===== config.mk =====
export PLATFORM = sky130hd
export DESIGN_NAME = host_memory_access_port
export DESIGN_NICKNAME = d
export VERILOG_FILES = /design/src/hw/host_port_pkg.sv /design/src/hw/dma_req_if.sv /design/src/hw/aux_dma_channel.sv /design/src/hw/host_memory_access_port.sv
export SDC_FILE = /design/constraint.sdc
export NUM_CORES = 1
export LEC_CHECK = 0
export BUFFER_PORTS_ARGS = -buffer_cell sky130_fd_sc_hd__buf_4
export CAP_MARGIN = 25
export CORE_MARGIN = 2
export CORE_UTILIZATION = 59
export CTS_CLUSTER_DIAMETER = 50
export CTS_CLUSTER_SIZE = 8
export DETAILED_ROUTE_END_ITERATION = 6
export GPL_TIMING_DRIVEN = 0
export MAX_ROUTING_LAYER = met4
export PLACE_DENSITY = 0.85
export SETUP_SLACK_MARGIN = 0.15
export SLEW_MARGIN = 20
export SYNTH_ARGS = -nofsm -noshare
export SYNTH_HDL_FRONTEND = slang
export SYNTH_SLANG_ARGS = --single-unit
export TNS_END_PERCENT = 5

===== constraint.sdc =====
create_clock -name clk -period 3.6 [get_ports clk]
set_clock_uncertainty 0.2 [all_clocks]
set_input_delay 0.18 -clock clk [delete_from_list [all_inputs] [get_ports clk]]
set_output_delay 0.18 -clock clk [all_outputs]
set_load 0.005 [all_outputs]

===== src/hw/host_port_pkg.sv =====
// Purpose: Shared constants for the host memory access port.
// Assumes: 16-bit host data, 18-bit on-chip word address.
// Notes:   Control word layout and register select codes live here.

package host_port_pkg;

	// ****************************************
	// Widths
	// ****************************************
	localparam int DATA_W = 16;
	localparam int ADDR_W = 18;
	localparam int PAGE_W = ADDR_W - DATA_W;

	// ****************************************
	// Register select codes, multiplexed mode
	// ****************************************
	localparam logic [1:0] SEL_CTRL     = 2'h0;
	localparam logic [1:0] SEL_DATA_INC = 2'h1;
	localparam logic [1:0] SEL_ADDR     = 2'h2;
	localparam logic [1:0] SEL_DATA     = 2'h3;

	// ****************************************
	// Control word bit positions
	// ****************************************
	localparam int CTRL_HOST_TO_DSP_IRQ_BIT_BIT   = 1;
	localparam int CTRL_DSP_TO_HOST_IRQ_BIT     = 2;
	localparam int CTRL_PREFETCH_BIT = 3;
	localparam int CTRL_PAGE_LSB     = 4;

	// ****************************************
	// Reset values
	// ****************************************
	localparam logic [15:0] DATA_RST = 16'h0000;
	localparam logic [17:0] ADDR_RST = 18'h00000;
	localparam logic [1:0]  PAGE_RST = 2'h0;

endpackage


===== src/hw/dma_req_if.sv =====
// Purpose: Carries one access between port logic and its DMA channel.
// Assumes: req and done are one-cycle pulses, one access in flight.
// Notes:   rdata is valid from done onward until the next req.

`timescale 1ns/1ps
`default_nettype none

interface dma_req_if #(
	parameter int DATA_W = host_port_pkg::DATA_W,
	parameter int ADDR_W = host_port_pkg::ADDR_W
);
	logic              req;
	logic              we;
	logic [ADDR_W-1:0] addr;
	logic [DATA_W-1:0] wdata;
	logic              done;
	logic [DATA_W-1:0] rdata;

	modport port    (output req, output we, output addr, output wdata,
			 input done, input rdata);
	modport channel (input req, input we, input addr, input wdata,
			 output done, output rdata);
endinterface

`default_nettype wire


===== src/hw/aux_dma_channel.sv =====
// Purpose: Auxiliary DMA channel moving one host word to or from memory.
// Assumes: Memory answers a held mem_req with a one-cycle mem_ack.
// Notes:   Owns the memory clock enable used in the light idle states.

`timescale 1ns/1ps
`default_nettype none

module aux_dma_channel #(
	parameter int DATA_W = host_port_pkg::DATA_W,
	parameter int ADDR_W = host_port_pkg::ADDR_W
) (
	input  wire logic              clk,
	input  wire logic              nrst,
	dma_req_if.channel             acc,
	input  wire logic              idle_state_one,
	input  wire logic              idle_state_two,
	input  wire logic              idle_state_three,
	output logic                   mem_req,
	output logic                   mem_we,
	output logic [ADDR_W-1:0]      mem_addr,
	output logic [DATA_W-1:0]      mem_wdata,
	input  wire logic              mem_ack,
	input  wire logic [DATA_W-1:0] mem_rdata,
	output logic                   mem_clk_en
);

	typedef enum logic [1:0] {
		CH_IDLE  = 2'b00,
		CH_CLKON = 2'b01,
		CH_REQ   = 2'b11,
		CH_DONE  = 2'b10
	} ch_state_type;

	ch_state_type      state_ff, nxt_state;
	logic              pend_ff, nxt_pend;
	logic              req_ff, nxt_req;
	logic              we_ff, nxt_we;
	logic [ADDR_W-1:0] addr_ff, nxt_addr;
	logic [DATA_W-1:0] wdata_ff, nxt_wdata;
	logic [DATA_W-1:0] rdata_ff, nxt_rdata;
	logic              done_ff, nxt_done;
	logic              clk_en_ff, nxt_clk_en;
	logic              light_idle;

	assign light_idle = idle_state_one | idle_state_two;

	always_comb begin
		nxt_state  = state_ff;
		nxt_pend   = pend_ff;
		nxt_req    = req_ff;
		nxt_we     = we_ff;
		nxt_addr   = addr_ff;
		nxt_wdata  = wdata_ff;
		nxt_rdata  = rdata_ff;
		nxt_done   = 1'b0;
		if (acc.req) begin
			nxt_pend  = 1'b1;
			nxt_we    = acc.we;
			nxt_addr  = acc.addr;
			nxt_wdata = acc.wdata;
		end
		case (state_ff)
			CH_IDLE: begin
				// Deep idle stops every clock, so the access waits
				if (pend_ff && !idle_state_three) begin
					nxt_state = CH_CLKON;
				end
			end
			CH_CLKON: begin
				// One cycle for the gated clock to come up
				nxt_state = CH_REQ;
				nxt_req   = 1'b1;
			end
			CH_REQ: begin
				if (mem_ack) begin
					nxt_req   = 1'b0;
					nxt_rdata = mem_rdata;
					nxt_state = CH_DONE;
				end
			end
			CH_DONE: begin
				nxt_pend  = 1'b0;
				nxt_done  = 1'b1;
				nxt_state = CH_IDLE;
			end
			default: begin
				nxt_state = CH_IDLE;
				nxt_req   = 1'b0;
			end
		endcase
		// Clocks on per access only while the CPU sleeps lightly
		nxt_clk_en = !(light_idle || idle_state_three) ||
			     (nxt_state != CH_IDLE);
	end

	always_ff @(posedge clk) begin
		if (!nrst) begin
			state_ff  <= CH_IDLE;
			pend_ff   <= 1'b0;
			req_ff    <= 1'b0;
			we_ff     <= 1'b0;
			addr_ff   <= host_port_pkg::ADDR_RST;
			wdata_ff  <= host_port_pkg::DATA_RST;
			rdata_ff  <= host_port_pkg::DATA_RST;
			done_ff   <= 1'b0;
			clk_en_ff <= 1'b1;
		end else begin
			state_ff  <= nxt_state;
			pend_ff   <= nxt_pend;
			req_ff    <= nxt_req;
			we_ff     <= nxt_we;
			addr_ff   <= nxt_addr;
			wdata_ff  <= nxt_wdata;
			rdata_ff  <= nxt_rdata;
			done_ff   <= nxt_done;
			clk_en_ff <= nxt_clk_en;
		end
	end

	// No I/O space strobe exists: only program/data memory is driven
	assign mem_req    = req_ff;
	assign mem_we     = we_ff;
	assign mem_addr   = addr_ff;
	assign mem_wdata  = wdata_ff;
	assign mem_clk_en = clk_en_ff;
	assign acc.done   = done_ff;
	assign acc.rdata  = rdata_ff;

endmodule

`default_nettype wire


===== src/hw/host_memory_access_port.sv =====
// Purpose: Slave host port giving a 16-bit host reach into on-chip memory.
// Assumes: Host pins are synchronous to clk; memory answers via mem_ack.
// Notes:   Every memory access goes through the auxiliary DMA channel.

`timescale 1ns/1ps
`default_nettype none

module host_memory_access_port #(
	parameter int DATA_W = host_port_pkg::DATA_W,
	parameter int ADDR_W = host_port_pkg::ADDR_W
) (
	input  wire logic              clk,
	input  wire logic              nrst,
	input  wire logic              port_reset_in_n,
	input  wire logic              host_mux_select,
	input  wire logic              host_chip_select_n,
	input  wire logic              host_data_strobe_one_n,
	input  wire logic              host_data_strobe_two_n,
	input  wire logic              host_read_write,
	input  wire logic [1:0]        host_register_select,
	input  wire logic              host_address_strobe_n,
	input  wire logic [ADDR_W-1:0] host_address_bus,
	input  wire logic [DATA_W-1:0] host_data_in,
	output logic      [DATA_W-1:0] host_data_out,
	output logic                   host_data_oe,
	output logic                   host_ready_out,
	output logic                   dsp_to_host_irq_n,
	input  wire logic              dsp_ctrl_wr,
	input  wire logic [DATA_W-1:0] dsp_ctrl_wdata,
	output logic      [DATA_W-1:0] dsp_ctrl_rdata,
	output logic                   host_to_dsp_irq,
	output logic                   dsp_wake_req,
	input  wire logic              idle_state_one,
	input  wire logic              idle_state_two,
	input  wire logic              idle_state_three,
	output logic                   mem_req,
	output logic                   mem_we,
	output logic      [ADDR_W-1:0] mem_addr,
	output logic      [DATA_W-1:0] mem_wdata,
	input  wire logic              mem_ack,
	input  wire logic [DATA_W-1:0] mem_rdata,
	output logic                   mem_clk_en
);

	localparam int PAGE_W = ADDR_W - DATA_W;
	localparam int HOST_TO_DSP_IRQ_BIT = host_port_pkg::CTRL_HOST_TO_DSP_IRQ_BIT_BIT;
	localparam int DSP_TO_HOST_IRQ   = host_port_pkg::CTRL_DSP_TO_HOST_IRQ_BIT;
	localparam int PREF   = host_port_pkg::CTRL_PREFETCH_BIT;
	localparam int PG     = host_port_pkg::CTRL_PAGE_LSB;

	typedef enum logic [1:0] {
		ST_IDLE = 2'b00,
		ST_WAIT = 2'b01,
		ST_HOLD = 2'b11
	} acc_state_type;

	// ****************************************
	// Reset: the port pin frees the port while the core stays in reset
	// ****************************************
	logic port_nrst;
	logic core_run;

	assign port_nrst = nrst | port_reset_in_n;
	assign core_run  = nrst;

	// ****************************************
	// Host strobe decode
	// ****************************************
	logic acc_active;
	logic acc_start;
	logic act_prev_ff, nxt_act_prev;
	logic seen_as_ff, nxt_seen_as;
	logic [1:0] sel_as_ff, nxt_sel_as;
	logic rw_as_ff, nxt_rw_as;
	logic [1:0] sel_eff;
	logic rw_eff;

	// Both strobes and the select open an access
	assign acc_active = !host_chip_select_n && !host_data_strobe_one_n &&
			    !host_data_strobe_two_n;
	assign acc_start  = acc_active && !act_prev_ff;
	// Address strobe latches select and direction for muxed hosts
	assign sel_eff = seen_as_ff ? sel_as_ff : host_register_select;
	assign rw_eff  = seen_as_ff ? rw_as_ff : host_read_write;

	always_comb begin
		nxt_act_prev = acc_active;
		nxt_seen_as  = seen_as_ff;
		nxt_sel_as   = sel_as_ff;
		nxt_rw_as    = rw_as_ff;
		if (!host_address_strobe_n && !host_mux_select && !acc_active) begin
			nxt_seen_as = 1'b1;
			nxt_sel_as  = host_register_select;
			nxt_rw_as   = host_read_write;
		end else if (acc_start) begin
			nxt_seen_as = 1'b0;
		end
	end

	always_ff @(posedge clk) begin
		if (!port_nrst) begin
			act_prev_ff <= 1'b0;
			seen_as_ff  <= 1'b0;
			sel_as_ff   <= host_port_pkg::SEL_CTRL;
			rw_as_ff    <= 1'b1;
		end else begin
			act_prev_ff <= nxt_act_prev;
			seen_as_ff  <= nxt_seen_as;
			sel_as_ff   <= nxt_sel_as;
			rw_as_ff    <= nxt_rw_as;
		end
	end

	// ****************************************
	// Access sequencer
	// ****************************************
	dma_req_if #(.DATA_W(DATA_W), .ADDR_W(ADDR_W)) dma ();

	acc_state_type     state_ff, nxt_state;
	logic [ADDR_W-1:0] addr_ff, nxt_addr;
	logic              pref_en_ff, nxt_pref_en;
	logic              dsp_to_host_irq_ff, nxt_dsp_to_host_irq;
	logic              pf_valid_ff, nxt_pf_valid;
	logic [DATA_W-1:0] pf_data_ff, nxt_pf_data;
	logic              is_pf_ff, nxt_is_pf;
	logic              rd_ff, nxt_rd;
	logic              inc_ff, nxt_inc;
	logic [DATA_W-1:0] dout_ff, nxt_dout;
	logic              oe_ff, nxt_oe;
	logic              rdy_ff, nxt_rdy;
	logic              irq_ff, nxt_irq, irq_n_ff, nxt_irq_n;
	logic              wake_ff, nxt_wake;
	logic              dreq_ff, nxt_dreq;
	logic              dwe_ff, nxt_dwe;
	logic [ADDR_W-1:0] daddr_ff, nxt_daddr;
	logic [DATA_W-1:0] dwdata_ff, nxt_dwdata;
	logic [DATA_W-1:0] dsp_rd_ff, nxt_dsp_rd;
	logic [DATA_W-1:0] ctrl_word;
	logic              host_ctrl_wr;
	logic              dsp_to_host_irq_set;
	logic              dsp_to_host_irq_clr;
	logic              any_idle;

	always_comb begin
		ctrl_word = '0;
		ctrl_word[DSP_TO_HOST_IRQ] = dsp_to_host_irq_ff;
		ctrl_word[PREF] = pref_en_ff;
		ctrl_word[PG +: PAGE_W] = addr_ff[ADDR_W-1 -: PAGE_W];
		// The host-to-DSP bit is never stored
		ctrl_word[HOST_TO_DSP_IRQ_BIT] = 1'b0;
	end

	// Control register only exists on the multiplexed bus
	assign host_ctrl_wr = acc_start && !host_mux_select && !rw_eff &&
			      (sel_eff == host_port_pkg::SEL_CTRL);
	// Zero writes neither set nor clear; a DSP set beats a host clear
	assign dsp_to_host_irq_set = core_run && dsp_ctrl_wr && dsp_ctrl_wdata[DSP_TO_HOST_IRQ];
	assign dsp_to_host_irq_clr = host_ctrl_wr && host_data_in[DSP_TO_HOST_IRQ];
	assign any_idle = idle_state_one | idle_state_two | idle_state_three;

	always_comb begin
		nxt_state    = state_ff;
		nxt_addr     = addr_ff;
		nxt_pref_en  = pref_en_ff;
		nxt_pf_valid = pf_valid_ff;
		nxt_pf_data  = pf_data_ff;
		nxt_is_pf    = is_pf_ff;
		nxt_rd       = rd_ff;
		nxt_inc      = inc_ff;
		nxt_dout     = dout_ff;
		nxt_rdy      = rdy_ff;
		nxt_irq      = 1'b0;
		nxt_wake     = 1'b0;
		nxt_dreq     = 1'b0;
		nxt_dwe      = dwe_ff;
		nxt_daddr    = daddr_ff;
		nxt_dwdata   = dwdata_ff;
		nxt_dsp_to_host_irq     = dsp_to_host_irq_set ? 1'b1 : (dsp_to_host_irq_clr ? 1'b0 : dsp_to_host_irq_ff);
		nxt_irq_n    = !nxt_dsp_to_host_irq;
		nxt_dsp_rd   = ctrl_word;
		case (state_ff)
			ST_IDLE: begin
				nxt_rdy = 1'b1;
				if (acc_start && host_mux_select) begin
					// Separate buses: full 18-bit address, always DMA
					nxt_rd     = host_read_write;
					nxt_inc    = 1'b0;
					nxt_is_pf  = 1'b0;
					nxt_dreq   = 1'b1;
					nxt_dwe    = !host_read_write;
					nxt_daddr  = host_address_bus;
					nxt_dwdata = host_data_in;
					nxt_rdy    = 1'b0;
					nxt_state  = ST_WAIT;
				end else if (acc_start) begin
					nxt_rd    = rw_eff;
					nxt_inc   = (sel_eff == host_port_pkg::SEL_DATA_INC);
					nxt_is_pf = 1'b0;
					nxt_state = ST_HOLD;
					case (sel_eff)
						host_port_pkg::SEL_CTRL: begin
							if (rw_eff) begin
								nxt_dout = ctrl_word;
							end else begin
								nxt_pref_en = host_data_in[PREF];
								nxt_addr[ADDR_W-1 -: PAGE_W] =
									host_data_in[PG +: PAGE_W];
								nxt_pf_valid = 1'b0;
								if (host_data_in[HOST_TO_DSP_IRQ_BIT]) begin
									nxt_irq  = 1'b1;
									nxt_wake = any_idle;
								end
							end
						end
						host_port_pkg::SEL_ADDR: begin
							if (rw_eff) begin
								nxt_dout = addr_ff[DATA_W-1:0];
							end else begin
								nxt_addr[DATA_W-1:0] = host_data_in;
								nxt_pf_valid = 1'b0;
								// Prefetch hides the read latency of the next data read
								if (pref_en_ff) begin
									nxt_is_pf = 1'b1;
									nxt_dreq  = 1'b1;
									nxt_dwe   = 1'b0;
									nxt_daddr = {addr_ff[ADDR_W-1 -: PAGE_W],
										     host_data_in};
									nxt_rdy   = 1'b0;
									nxt_state = ST_WAIT;
								end
							end
						end
						default: begin
							if (rw_eff && pf_valid_ff) begin
								nxt_dout     = pf_data_ff;
								nxt_pf_valid = 1'b0;
								if (nxt_inc) begin
									nxt_addr = addr_ff + 1'b1;
								end
							end else begin
								nxt_pf_valid = 1'b0;
								nxt_dreq     = 1'b1;
								nxt_dwe      = !rw_eff;
								nxt_daddr    = addr_ff;
								nxt_dwdata   = host_data_in;
								nxt_rdy      = 1'b0;
								nxt_state    = ST_WAIT;
							end
						end
					endcase
				end
			end
			ST_WAIT: begin
				// CPU halt does not stop the channel
				if (dma.done) begin
					if (is_pf_ff) begin
						nxt_pf_data  = dma.rdata;
						nxt_pf_valid = 1'b1;
					end else begin
						if (rd_ff) begin
							nxt_dout = dma.rdata;
						end
						if (inc_ff) begin
							nxt_addr = addr_ff + 1'b1;
						end
					end
					nxt_rdy   = 1'b1;
					nxt_state = acc_active ? ST_HOLD : ST_IDLE;
				end
			end
			ST_HOLD: begin
				nxt_rdy = 1'b1;
				if (!acc_active) begin
					nxt_state = ST_IDLE;
				end
			end
			default: begin
				nxt_state = ST_IDLE;
				nxt_rdy   = 1'b1;
			end
		endcase
		// Drive the bus only for a read that is ready and still strobed
		nxt_oe = acc_active && nxt_rd && nxt_rdy && !nxt_is_pf &&
			 (nxt_state != ST_IDLE);
	end

	always_ff @(posedge clk) begin
		if (!port_nrst) begin
			state_ff    <= ST_IDLE;
			addr_ff     <= host_port_pkg::ADDR_RST;
			pref_en_ff  <= 1'b0;
			dsp_to_host_irq_ff     <= 1'b0;
			pf_valid_ff <= 1'b0;
			pf_data_ff  <= host_port_pkg::DATA_RST;
			is_pf_ff    <= 1'b0;
			rd_ff       <= 1'b0;
			inc_ff      <= 1'b0;
			dout_ff     <= host_port_pkg::DATA_RST;
			oe_ff       <= 1'b0;
			rdy_ff      <= 1'b1;
			irq_ff      <= 1'b0;
			irq_n_ff    <= 1'b1;
			wake_ff     <= 1'b0;
			dreq_ff     <= 1'b0;
			dwe_ff      <= 1'b0;
			daddr_ff    <= host_port_pkg::ADDR_RST;
			dwdata_ff   <= host_port_pkg::DATA_RST;
			dsp_rd_ff   <= host_port_pkg::DATA_RST;
		end else begin
			state_ff    <= nxt_state;
			addr_ff     <= nxt_addr;
			pref_en_ff  <= nxt_pref_en;
			dsp_to_host_irq_ff     <= nxt_dsp_to_host_irq;
			pf_valid_ff <= nxt_pf_valid;
			pf_data_ff  <= nxt_pf_data;
			is_pf_ff    <= nxt_is_pf;
			rd_ff       <= nxt_rd;
			inc_ff      <= nxt_inc;
			dout_ff     <= nxt_dout;
			oe_ff       <= nxt_oe;
			rdy_ff      <= nxt_rdy;
			irq_ff      <= nxt_irq;
			irq_n_ff    <= nxt_irq_n;
			wake_ff     <= nxt_wake;
			dreq_ff     <= nxt_dreq;
			dwe_ff      <= nxt_dwe;
			daddr_ff    <= nxt_daddr;
			dwdata_ff   <= nxt_dwdata;
			dsp_rd_ff   <= nxt_dsp_rd;
		end
	end

	assign dma.req    = dreq_ff;
	assign dma.we     = dwe_ff;
	assign dma.addr   = daddr_ff;
	assign dma.wdata  = dwdata_ff;

	// ****************************************
	// Auxiliary DMA channel
	// ****************************************
	aux_dma_channel #(
		.DATA_W(DATA_W),
		.ADDR_W(ADDR_W)
	) u_chan (
		.clk              (clk),
		.nrst             (port_nrst),
		.acc              (dma),
		.idle_state_one   (idle_state_one),
		.idle_state_two   (idle_state_two),
		.idle_state_three (idle_state_three),
		.mem_req          (mem_req),
		.mem_we           (mem_we),
		.mem_addr         (mem_addr),
		.mem_wdata        (mem_wdata),
		.mem_ack          (mem_ack),
		.mem_rdata        (mem_rdata),
		.mem_clk_en       (mem_clk_en)
	);

	// Mode pin level selects the bus decode above
	assign host_data_out     = dout_ff;
	assign host_data_oe      = oe_ff;
	assign host_ready_out    = rdy_ff;
	assign dsp_to_host_irq_n = irq_n_ff;
	assign host_to_dsp_irq   = irq_ff;
	assign dsp_wake_req      = wake_ff;
	assign dsp_ctrl_rdata    = dsp_rd_ff;

endmodule

`default_nettype wire


Word level (Yosys, flattened, before mapping). Cells that the tools add are included.

Register bits after elaboration: 177. Output and inout bits: 74.

Reductions and logical operators: 58. Muxes and demuxes: 91. Bitwise operators: 10. Eq/ne operators: 33. Add/sub/neg operators: 1.

Operator list (count): $mux 18 (12); $mux 16 (13); $pmux 16 s2 (3); $pmux 18 s2 (2); $mux 1 (39); $ne 3x3->1 const B (9); $mux 2 (12); $ne 2x2->1 const B (10); $reduce_and 10->1 (2); $add 18x1->18 const B (1); $logic_and 1x1->1 (18); $logic_not 1->1 (13); $pmux 1 s2 (6); $reduce_and 6->1 (2); $reduce_bool 2->1 (6); $ne 3x2->1 const B (3); $reduce_and 9->1 (1); $eq 2x2->1 const B (4); $pmux 2 s2 (2); $pmux 2 s4 (1); $reduce_and 2->1 (4); $not 1->1 (7); $reduce_or 7->1 (1); $eq 2x1->1 const B (3); 11 further kinds (19).

Longest topological paths before layout. Gate-level depths: netlist of run 1.

Word-level depth: 11. Mapped depth: 8.

Hierarchy. A second synthesis of run 1 with hierarchy kept.

Cell total of the unflattened synthesis: 866. Area, all modules: 7566.0 µm².

Modules (own cells, without submodules): host_memory_access_port (times used 1, area an instance 5401.4 µm², cells an instance 660); aux_dma_channel (times used 1, area an instance 2164.6 µm², cells an instance 206).

Worst setup path after synthesis of run 1. Ideal clock, no wire load.

Kind: flip-flop to flip-flop. From: register act_prev_ff. To: register dout_ff[10] (netlist: host_data_out[10]). Data arrival time: 2.104 ns. Path buffers: 2. Cell stages (with the launch flop): 8. Slack: 1.166 ns. Data required time: 3.270 ns. Clock period less this slack: 2.434 ns. Path through: dfxtp_1 or4_4 o32a_1 a31oi_1 and2_1 clkbuf_1 buf_2 o22ai_1.

Longest elaborated chain between the ends: 5.

RTL lines: start, declared (line host_memory_access_port.sv:71) `logic act_prev_ff, nxt_act_prev;`; start signal, assigned (line host_memory_access_port.sv:107) `act_prev_ff <= nxt_act_prev;`; $logic_not 1->1 * (line host_memory_access_port.sv:81) `assign acc_start = acc_active && !act_prev_ff;`; $logic_and 1x1->1 * (line host_memory_access_port.sv:81); $logic_and 1x1->1 (line host_memory_access_port.sv:184) `if (acc_start && host_mux_select) begin`; $ne 2x2->1 (no source line); $reduce_and 9->1 (no source line) *; end signal, assigned (line host_memory_access_port.sv:298) `dout_ff <= host_port_pkg::DATA_RST;`; end signal, assigned (line host_memory_access_port.sv:319) `dout_ff <= nxt_dout;`; end, declared (line host_memory_access_port.sv:128) `logic [DATA_W-1:0] dout_ff, nxt_dout;`.

Mark *: on every way between the ends. The rest lies on a longest branch, timed or not. A chain may end at the register's enable or synchronous reset.

Final worst setup path of run 1.
From: input port host_data_strobe_one_n. To: register daddr_ff[10].

Longest elaborated chain between the ends: 7.

RTL lines: start, declared (line host_memory_access_port.sv:17) `input wire logic host_data_strobe_one_n,`; $logic_not 1->1 * (line host_memory_access_port.sv:79) `assign acc_active = !host_chip_select_n && !host_data_strobe_one_n &&`; $logic_and 1x1->1 * (2 in a row) (line host_memory_access_port.sv:79); $logic_and 1x1->1 * (line host_memory_access_port.sv:81); $logic_and 1x1->1 (line host_memory_access_port.sv:184); $ne 3x2->1 (no source line), or another cell as far along; $reduce_and 6->1 (no source line); end signal, assigned (line host_memory_access_port.sv:306) `daddr_ff <= host_port_pkg::ADDR_RST;`; end signal, assigned (line host_memory_access_port.sv:327) `daddr_ff <= nxt_daddr;`; end, declared (line host_memory_access_port.sv:135) `logic [ADDR_W-1:0] daddr_ff, nxt_daddr;`.

Marks and branches as above.

==> key figures, run 1 <==
Clocking
  • H-tree depth reported by CTS: 4
  • CTS tree: yes
  • Clk root buf: clkbuf_16
  • Clock sink count: approximately 170
  • Inserted Clock Buffers: 17
  • Worst-skew pair later-pin latency: ~0.43 ns
  • Clk buf depth: 2
  • Cts repair resizes: 0
  • Clock-pin slew on the worst setup and hold paths: about 0.06 ns

Timing
  • Slew HR: around a third
  • Tmin final: ~3.4 ns
  • Final Cycle Share: 94.4%
  • Unrepaired setup endpoints after global routing: no
  • Final hold vios: 0
  • Setup TNS Final: 0 ns
  • Worst hold slack: 0.0873 ns
  • Tightest Pin Transition: between 0.9 and 1 ns
  • Fin. max-slew vios: 0
  • Max frequency: 294 MHz
  • Final setup violation count: 0

Status
  • Status: completed

Worst setup path
  • Setup Crit Path Kind: input port to flip-flop
  • WP data arrival: approximately 3.5 ns
  • CP required: between 3 and 4 ns
  • Worst setup EP type: flip-flop
  • CP startpoint kind: input port
  • Crit path max fanout: 10

Routing
  • Routed wire length: ~23,000 um
  • Via/cell ratio: around 6
  • Initial DRC Count: 670
  • DRC: 0
  • DR WL/cell: around 19 um
  • Antenna Nets Post-Route: 0
  • Via Count: a little over 7,000
  • DRT Pass-1 Iters: 7

Min path
  • Type of the tightest min-delay check: input port to flip-flop

Synth
  • Gate Count Post-Synth: between 800 and 900
  • Main combinational cell family by area after synthesis: compound AO/OA/AOI/OAI gates
  • Ys Warns: 0
  • Post-synth EDFFs: 0
  • Synth top area share: 46.1%
  • Synth async-reset ratio: 0%
  • Most used DFF post-synth: dfxtp_1
  • Synth cell types: 57
  • Ranking of synthesized cells by area: dfxtp_1 (46%), mux2i_1 (11%), nand2_1 (5.5%)
  • Yosys reg bits: between 150 and 200
  • Mux cell area share after synthesis: 11.2%
  • Synthesized cell area: a little over 7000 um2
  • Post-Synth Simple-Gate Area: between 10% and 20%
  • Fraction of the yosys area taken by sequential cells: between 40 and 50%
  • Synth Area in XOR/XNOR: 0%
  • Syn_area_per_cell: between 8 and 9 um2
  • Post-synth top area cell: dfxtp_1
  • Synth Area in Compound Gates: 19.9%
  • Adder and majority cell fraction of the synthesized area: less than 1%

Placed design
  • Port-buffer cells: 128
  • Final GP Congestion: between 0.9 and 1
  • Post-DP HPWL: ~15,000 um

Global route
  • Total gr overflow: 0
  • Number of global-route vias before repair: between 6,000 and 7,000
  • GRT Util Overall: a little over a third
  • Initial antenna violation count: 0
  • Largest net degree at the start of global routing: 17
  • First-pass GRT wire length: roughly 36,000 um

Die
  • Die Wd: ~110 um
  • Chip height: around 110 um
  • Core area: between 10,000 and 15,000 um2
  • Initial Util: around three fifths
  • Die area: between 10,000 and 15,000 um2
  • Rows: 40
  • IO Pins: 156

Power
  • Power per cell area: 486 nW/um2
  • Leakage: ~3.9 nW
  • Worst vdd ir: a little under 0.4 mV

Finish
  • Layout cell share with drive strength beyond 1: between 10% and 20%
  • Diode count: 0
  • Final #Nets: 1,135
  • Area grow syn2layout: 33.8%

Run
  • Maxcap violations: 0
-- routing by layer --
metal / up-vias / global-route usage [%] / part of all wire, %
li1: 3398 / - / -
met1: 3394 / 45.3 / 41
met2: 383 / 58.4 / 48
met3: 74 / 6.51 / 7.5
met4: 0 / 16.8 / 3.3
met5: - / - / 0
-- power breakdown --
group	internal [mW]	switching, mW
clock network	1.08	0.717
logic	0.352	0.467
registers	1.95	0.0899
total	3.38	1.27
-- critical path: stages --
cell and delay, ns:
dlygate4sd3_1 0.56, buf_4 0.15, nor4_1 0.66, nand2_1 0.46, nor3_1 0.81, clkbuf_1 0.48
a221oi_1 0.17
-- logic make-up (layout without fill, tap and decap cells) --
family / Yosys count / after routing
DFF: 165 / 165
AOI/OAI and AO/OA: 217 / 217
and+or+nand+nor: 264 / 264
buffers and inverters: 101 / 326
other: 1 / 12
muxes: 80 / 80
adders and majority gates: 1 / 1
-- registers in the layout (all words and copies together), names as in the netlist, 2 cells and up --
signal            count
pf_data_ff           16
host_data_out        16
daddr_ff             18
u_chan.state_ff       2
sel_as_ff             2
u_chan.mem_wdata     16
dma.wdata            16
state_ff              2
u_chan.mem_addr      18
dsp_ctrl_rdata        4
u_chan.acc.rdata     16
addr_ff              18
-- cells in the final DEF, fill, tap and decap left out, drive strengths merged, types with 4 or more instances in the layout --
cell type	instances
a211oi	8
a21oi	72
a221o	12
a221oi	17
a311oi	6
a31oi	8
and2	6
buf	150
clkbuf	78
conb	12
dfxtp	165
dlygate4sd3	65
inv	26
mux2i	77
nand2	105
nand2b	4
nand3	10
nand3b	5
nand4	6
nor2	86
nor2b	4
nor3	14
nor4	5
o21ai	38
o22ai	13
o311ai	8
o31ai	14
or2	4
-- synthesized netlist by cell type, drive strengths merged, types with 2 or more instances --
| master | number |
|---|---|
| nand2 | 105 |
| a211o | 2 |
| a31oi | 8 |
| nor4 | 5 |
| dfxtp | 165 |
| o21ai | 38 |
| a21oi | 72 |
| a221oi | 17 |
| nand4 | 6 |
| and2 | 6 |
| nor2b | 4 |
| buf | 22 |
| a2111oi | 2 |
| o31a | 2 |
| inv | 26 |
| mux2i | 77 |
| or2 | 4 |
| a221o | 12 |
| a311oi | 6 |
| o2111ai | 2 |
| o211ai | 3 |
| nand2b | 4 |
| o22ai | 13 |
| mux2 | 3 |
| nor2 | 86 |
| and3 | 3 |
| a41oi | 2 |
| o311ai | 8 |
| nor3 | 14 |
| or4 | 3 |
| clkbuf | 53 |
| nand3b | 5 |
| nand3 | 10 |
| nand4b | 3 |
| a211oi | 8 |
| o221a | 2 |
| o31ai | 14 |
-- through the flow --
step	worst slack [ns]	area (um2)	power [mW]	std cells	util, %
3_5_place_dp	0.537	8350	2.80	1115	70.1
2_1_floorplan	1.17	7200	2.51	840	-
6_report	0.201	9580	4.65	1212	80.4
3_3_place_gp	0.553	8350	2.78	1115	70.1
4_1_cts	0.431	9580	4.62	1212	80.4
5_1_grt	0.158	9580	4.81	1212	80.4
-- repair_timing --
action	in CTS	in global routing
endpoints found under the hold margin	80	0
setup buffers	0	0
hold buffers	65	0
-- area by class of cell --
class                           count  area [um2]
Sequential cell                   165        3300
Buffer                             75         337
Inverter                           26        97.6
Timing Repair Buffer              193        1610
Clock buffer                       25         485
Tap cell                          147         184
Multi-Input combinational cell    574        3470
Clock inverter                      7        96.3
Fill cell                         781        2330
-- final timing paths --
kind | start | to | slack [ns] | cells past startpoint
setup / recovery | host_data_strobe_one_n | daddr_ff[10]$_SDFFE_PP0P_ | 0.20 | 7
hold / removal | idle_state_two | u_chan.mem_clk_en$_SDFF_PP1_ | 0.09 | 3
setup reg to reg | act_prev_ff$_SDFF_PP0_ | daddr_ff[10]$_SDFFE_PP0P_ | 0.34 | 5
hold reg to reg | inc_ff$_SDFFE_PP0P_ | inc_ff$_SDFFE_PP0P_ | 0.25 | 2
Note: power is estimated with default switching activity, not from simulation.
==> run 2, diff against run 1 <==
- ABC_AREA: not set -> 1
- CTS_CLUSTER_SIZE: 8 -> not set
- PLACE_DENSITY: 0.85 -> 0.84
==> key figures, run 2 <==
Synth
  • Synth cell types: 37
  • Commonest cells in the netlist: nand2_1 (337), dfxtp_1 (165), nor2_1 (123), a21oi_1 (116), inv_1 (98)
  • Synth async-reset ratio: 0%
  • Ranking of synthesized cells by area: dfxtp_1 (43%), nand2_1 (16%), a21oi_1 (7.5%)
  • Post-synth top area cell: dfxtp_1
  • Post-synth EDFFs: 0
  • Gate Count Post-Synth: approximately 1,200
  • Ys Warns: 0
  • Count leader, synth: nand2_1
  • Synth top area share: a little over two fifths
  • Synthesized cell area: approximately 7700 um2
  • Yosys reg bits: roughly 170
  • Most used DFF post-synth: dfxtp_1
  • Fraction of the yosys area taken by sequential cells: between 40% and 50%
  • Syn_area_per_cell: 6.67 um2

Clocking
  • Clk root buf: clkbuf_16
  • H-tree depth reported by CTS: 4
  • CTS tree: yes
  • Clock sink count: about 170
  • Cts repair resizes: 0
  • Worst-skew pair later-pin latency: 0.44 ns
  • Clk buf depth: 2
  • Clock-pin slew on the worst setup and hold paths: 0.07 ns
  • Post-CTS Hold Buffers: between 60 and 70
  • Inserted Clock Buffers: 17
  • Setup bufs post-CTS: 0

Placed design
  • Final GP Congestion: about 0.95
  • Post-DP HPWL: 17,200 um
  • Port-buffer cells: between 100 and 150

Worst setup path
  • CP startpoint kind: input port
  • CP Launch Point: host_chip_select_n
  • Reg-to-Reg Start: seen_as_ff$_SDFFE_PP0P_
  • WP data arrival: 3.00 ns
  • Crit path max fanout: 3
  • Worst Reg2Reg Path Length in Cells: 10
  • CP required: 3.79 ns
  • Worst setup EP type: flip-flop
  • Setup Crit Path Kind: input port to flip-flop

Finish
  • Commonest non-fill, non-tap cell in the layout: nand2_1
  • Commonest non-fill, non-tap cells in the layout: nand2_1 (337), dfxtp_1 (165), buf_4 (144)
  • Multi-input gate area: about 3600 um2
  • Area grow syn2layout: 32.0%
  • Layout cell share with drive strength beyond 1: ~16%
  • FF/Latch Area: 3300 um2
  • Fill cells: 926
  • Final #Nets: between 1,000 and 1,500

Die
  • IO Pins: 156
  • Die Wd: between 100 and 150 um
  • Rows: 41
  • Core area: between 10,000 and 15,000 um2
  • Chip height: 118 um
  • Die area: around 14,000 um2
  • Initial Util: 60.7%

Global route
  • Total gr overflow: 0
  • Initial antenna violation count: 1
  • First-pass GRT wire length: about 40,000 um
  • Largest net degree at the start of global routing: 18
  • GRT Util Overall: 36.7%
  • Number of global-route vias before repair: roughly 8,000

Routing
  • Via/cell ratio: about 5.4
  • Initial DRC Count: 929
  • DRC: 0
  • Via Count: around 8,500
  • DRT Pass-1 Iters: 6
  • Antenna Nets Post-Route: 0
  • Routed wire length: about 25,000 um
  • DR WL/cell: 15.9 um

Timing
  • Fin. max-slew vios: 0
  • Final Cycle Share: around 78%
  • Final hold vios: 0
  • Setup TNS Final: 0 ns
  • Tightest Pin Transition: between 0.6 and 0.7 ns
  • Max frequency: 355 MHz
  • Slew HR: roughly 54%
  • Unrepaired setup endpoints after global routing: no
  • Final setup violation count: 0
  • Tmin final: ~2.8 ns

Run
  • Maxcap violations: 0

Power
  • Leakage: between 4 and 5 nW
  • Power per cell area: around 520 nW/um2
  • Worst vdd ir: between 0.3 and 0.4 mV
  • Power Total: roughly 5.3 mW

Status
  • Status: completed

Min path
  • Type of the tightest min-delay check: input port to flip-flop
  • Min-delay src: host_data_strobe_two_n
  • Hold depth: 6
run 2: cell count changes after synthesis, moves of 19 or more:
cell | before | now
nand3_1 | 10 | 82
clkbuf_1 | 51 | 32
inv_1 | 26 | 98
a21oi_1 | 72 | 116
mux2i_1 | 77 | 0
nand2_1 | 105 | 337
nor2_1 | 86 | 123
o21ai_0 | 37 | 94
run 2: area by class of cell:
class,count,area share (%)
Sequential cell,165,32.5
Clock buffer,18,4.32
Buffer,68,3.56
Tap cell,172,2.12
Antenna cell,1,0.0246
Timing Repair Buffer,195,16.1
Clock inverter,14,1.34
Inverter,112,4.16
Multi-Input combinational cell,819,35.9
run 2: cell families after synthesis:
| family | synth area share (%) |
|---|---|
| AOI/OAI and AO/OA | 15.2 |
| DFF | 42.9 |
| and+or+nand+nor | 31.3 |
| xor gates and xnor gates | 0.228 |
| buffers and inverters | 10.2 |
| other | 0.0487 |
| adders and majority gates | 0.163 |
run 2: critical path: stages:
cell and delay, ns:
dlygate4sd3_1 0.54, buf_4 0.14, nor2_1 0.18, dlygate4sd3_1 0.59, nand2_1 0.08, dlygate4sd3_1 0.57, nor2_1 0.15, dlygate4sd3_1 0.57
run 2: final timing paths:
path	endpoint	slack, ns
setup / recovery	act_prev_ff$_SDFF_PP0_	0.78
hold / removal	state_ff[1]$_SDFF_PP0_	0.05
setup reg to reg	daddr_ff[15]$_SDFFE_PP0P_	1.34
hold reg to reg	pf_data_ff[6]$_SDFFE_PP0P_	0.26
run 2: power breakdown:
part | leakage [nW] | internal [mW] | switching (mW) | total, mW
combinational | 2.96 | 0.545 | 0.772 | 1.32
sequential | 1.34 | 2.03 | 0.167 | 2.20
clock | 0.275 | 0.935 | 0.847 | 1.78
total | 4.58 | 3.51 | 1.79 | 5.30
run 2: per-layer routing:
layer	wire length, um	global-route usage [%]
met1	9980	42.8
met2	11800	60.5
met3	1890	6.95
met4	1120	18.8
met5	0	-
run 2: per-stage QoR:
| step | setup WS [ns] | utilization [%] | instances | hold slack [ns] | area [um2] |
|---|---|---|---|---|---|
| after global placement | 1.33 | 70.3 | 1464 | 0.202 | 8910 |
| after detailed placement | 1.31 | 70.3 | 1464 | 0.209 | 8910 |
| after global routing | 0.726 | 80.2 | 1564 | 0.0943 | 10200 |
| final | 0.782 | 80.2 | 1564 | 0.0457 | 10200 |
| after CTS | 0.912 | 80.2 | 1563 | 0.0232 | 10200 |
| after floorplan | 1.83 | - | 1164 | 0.115 | 7740 |
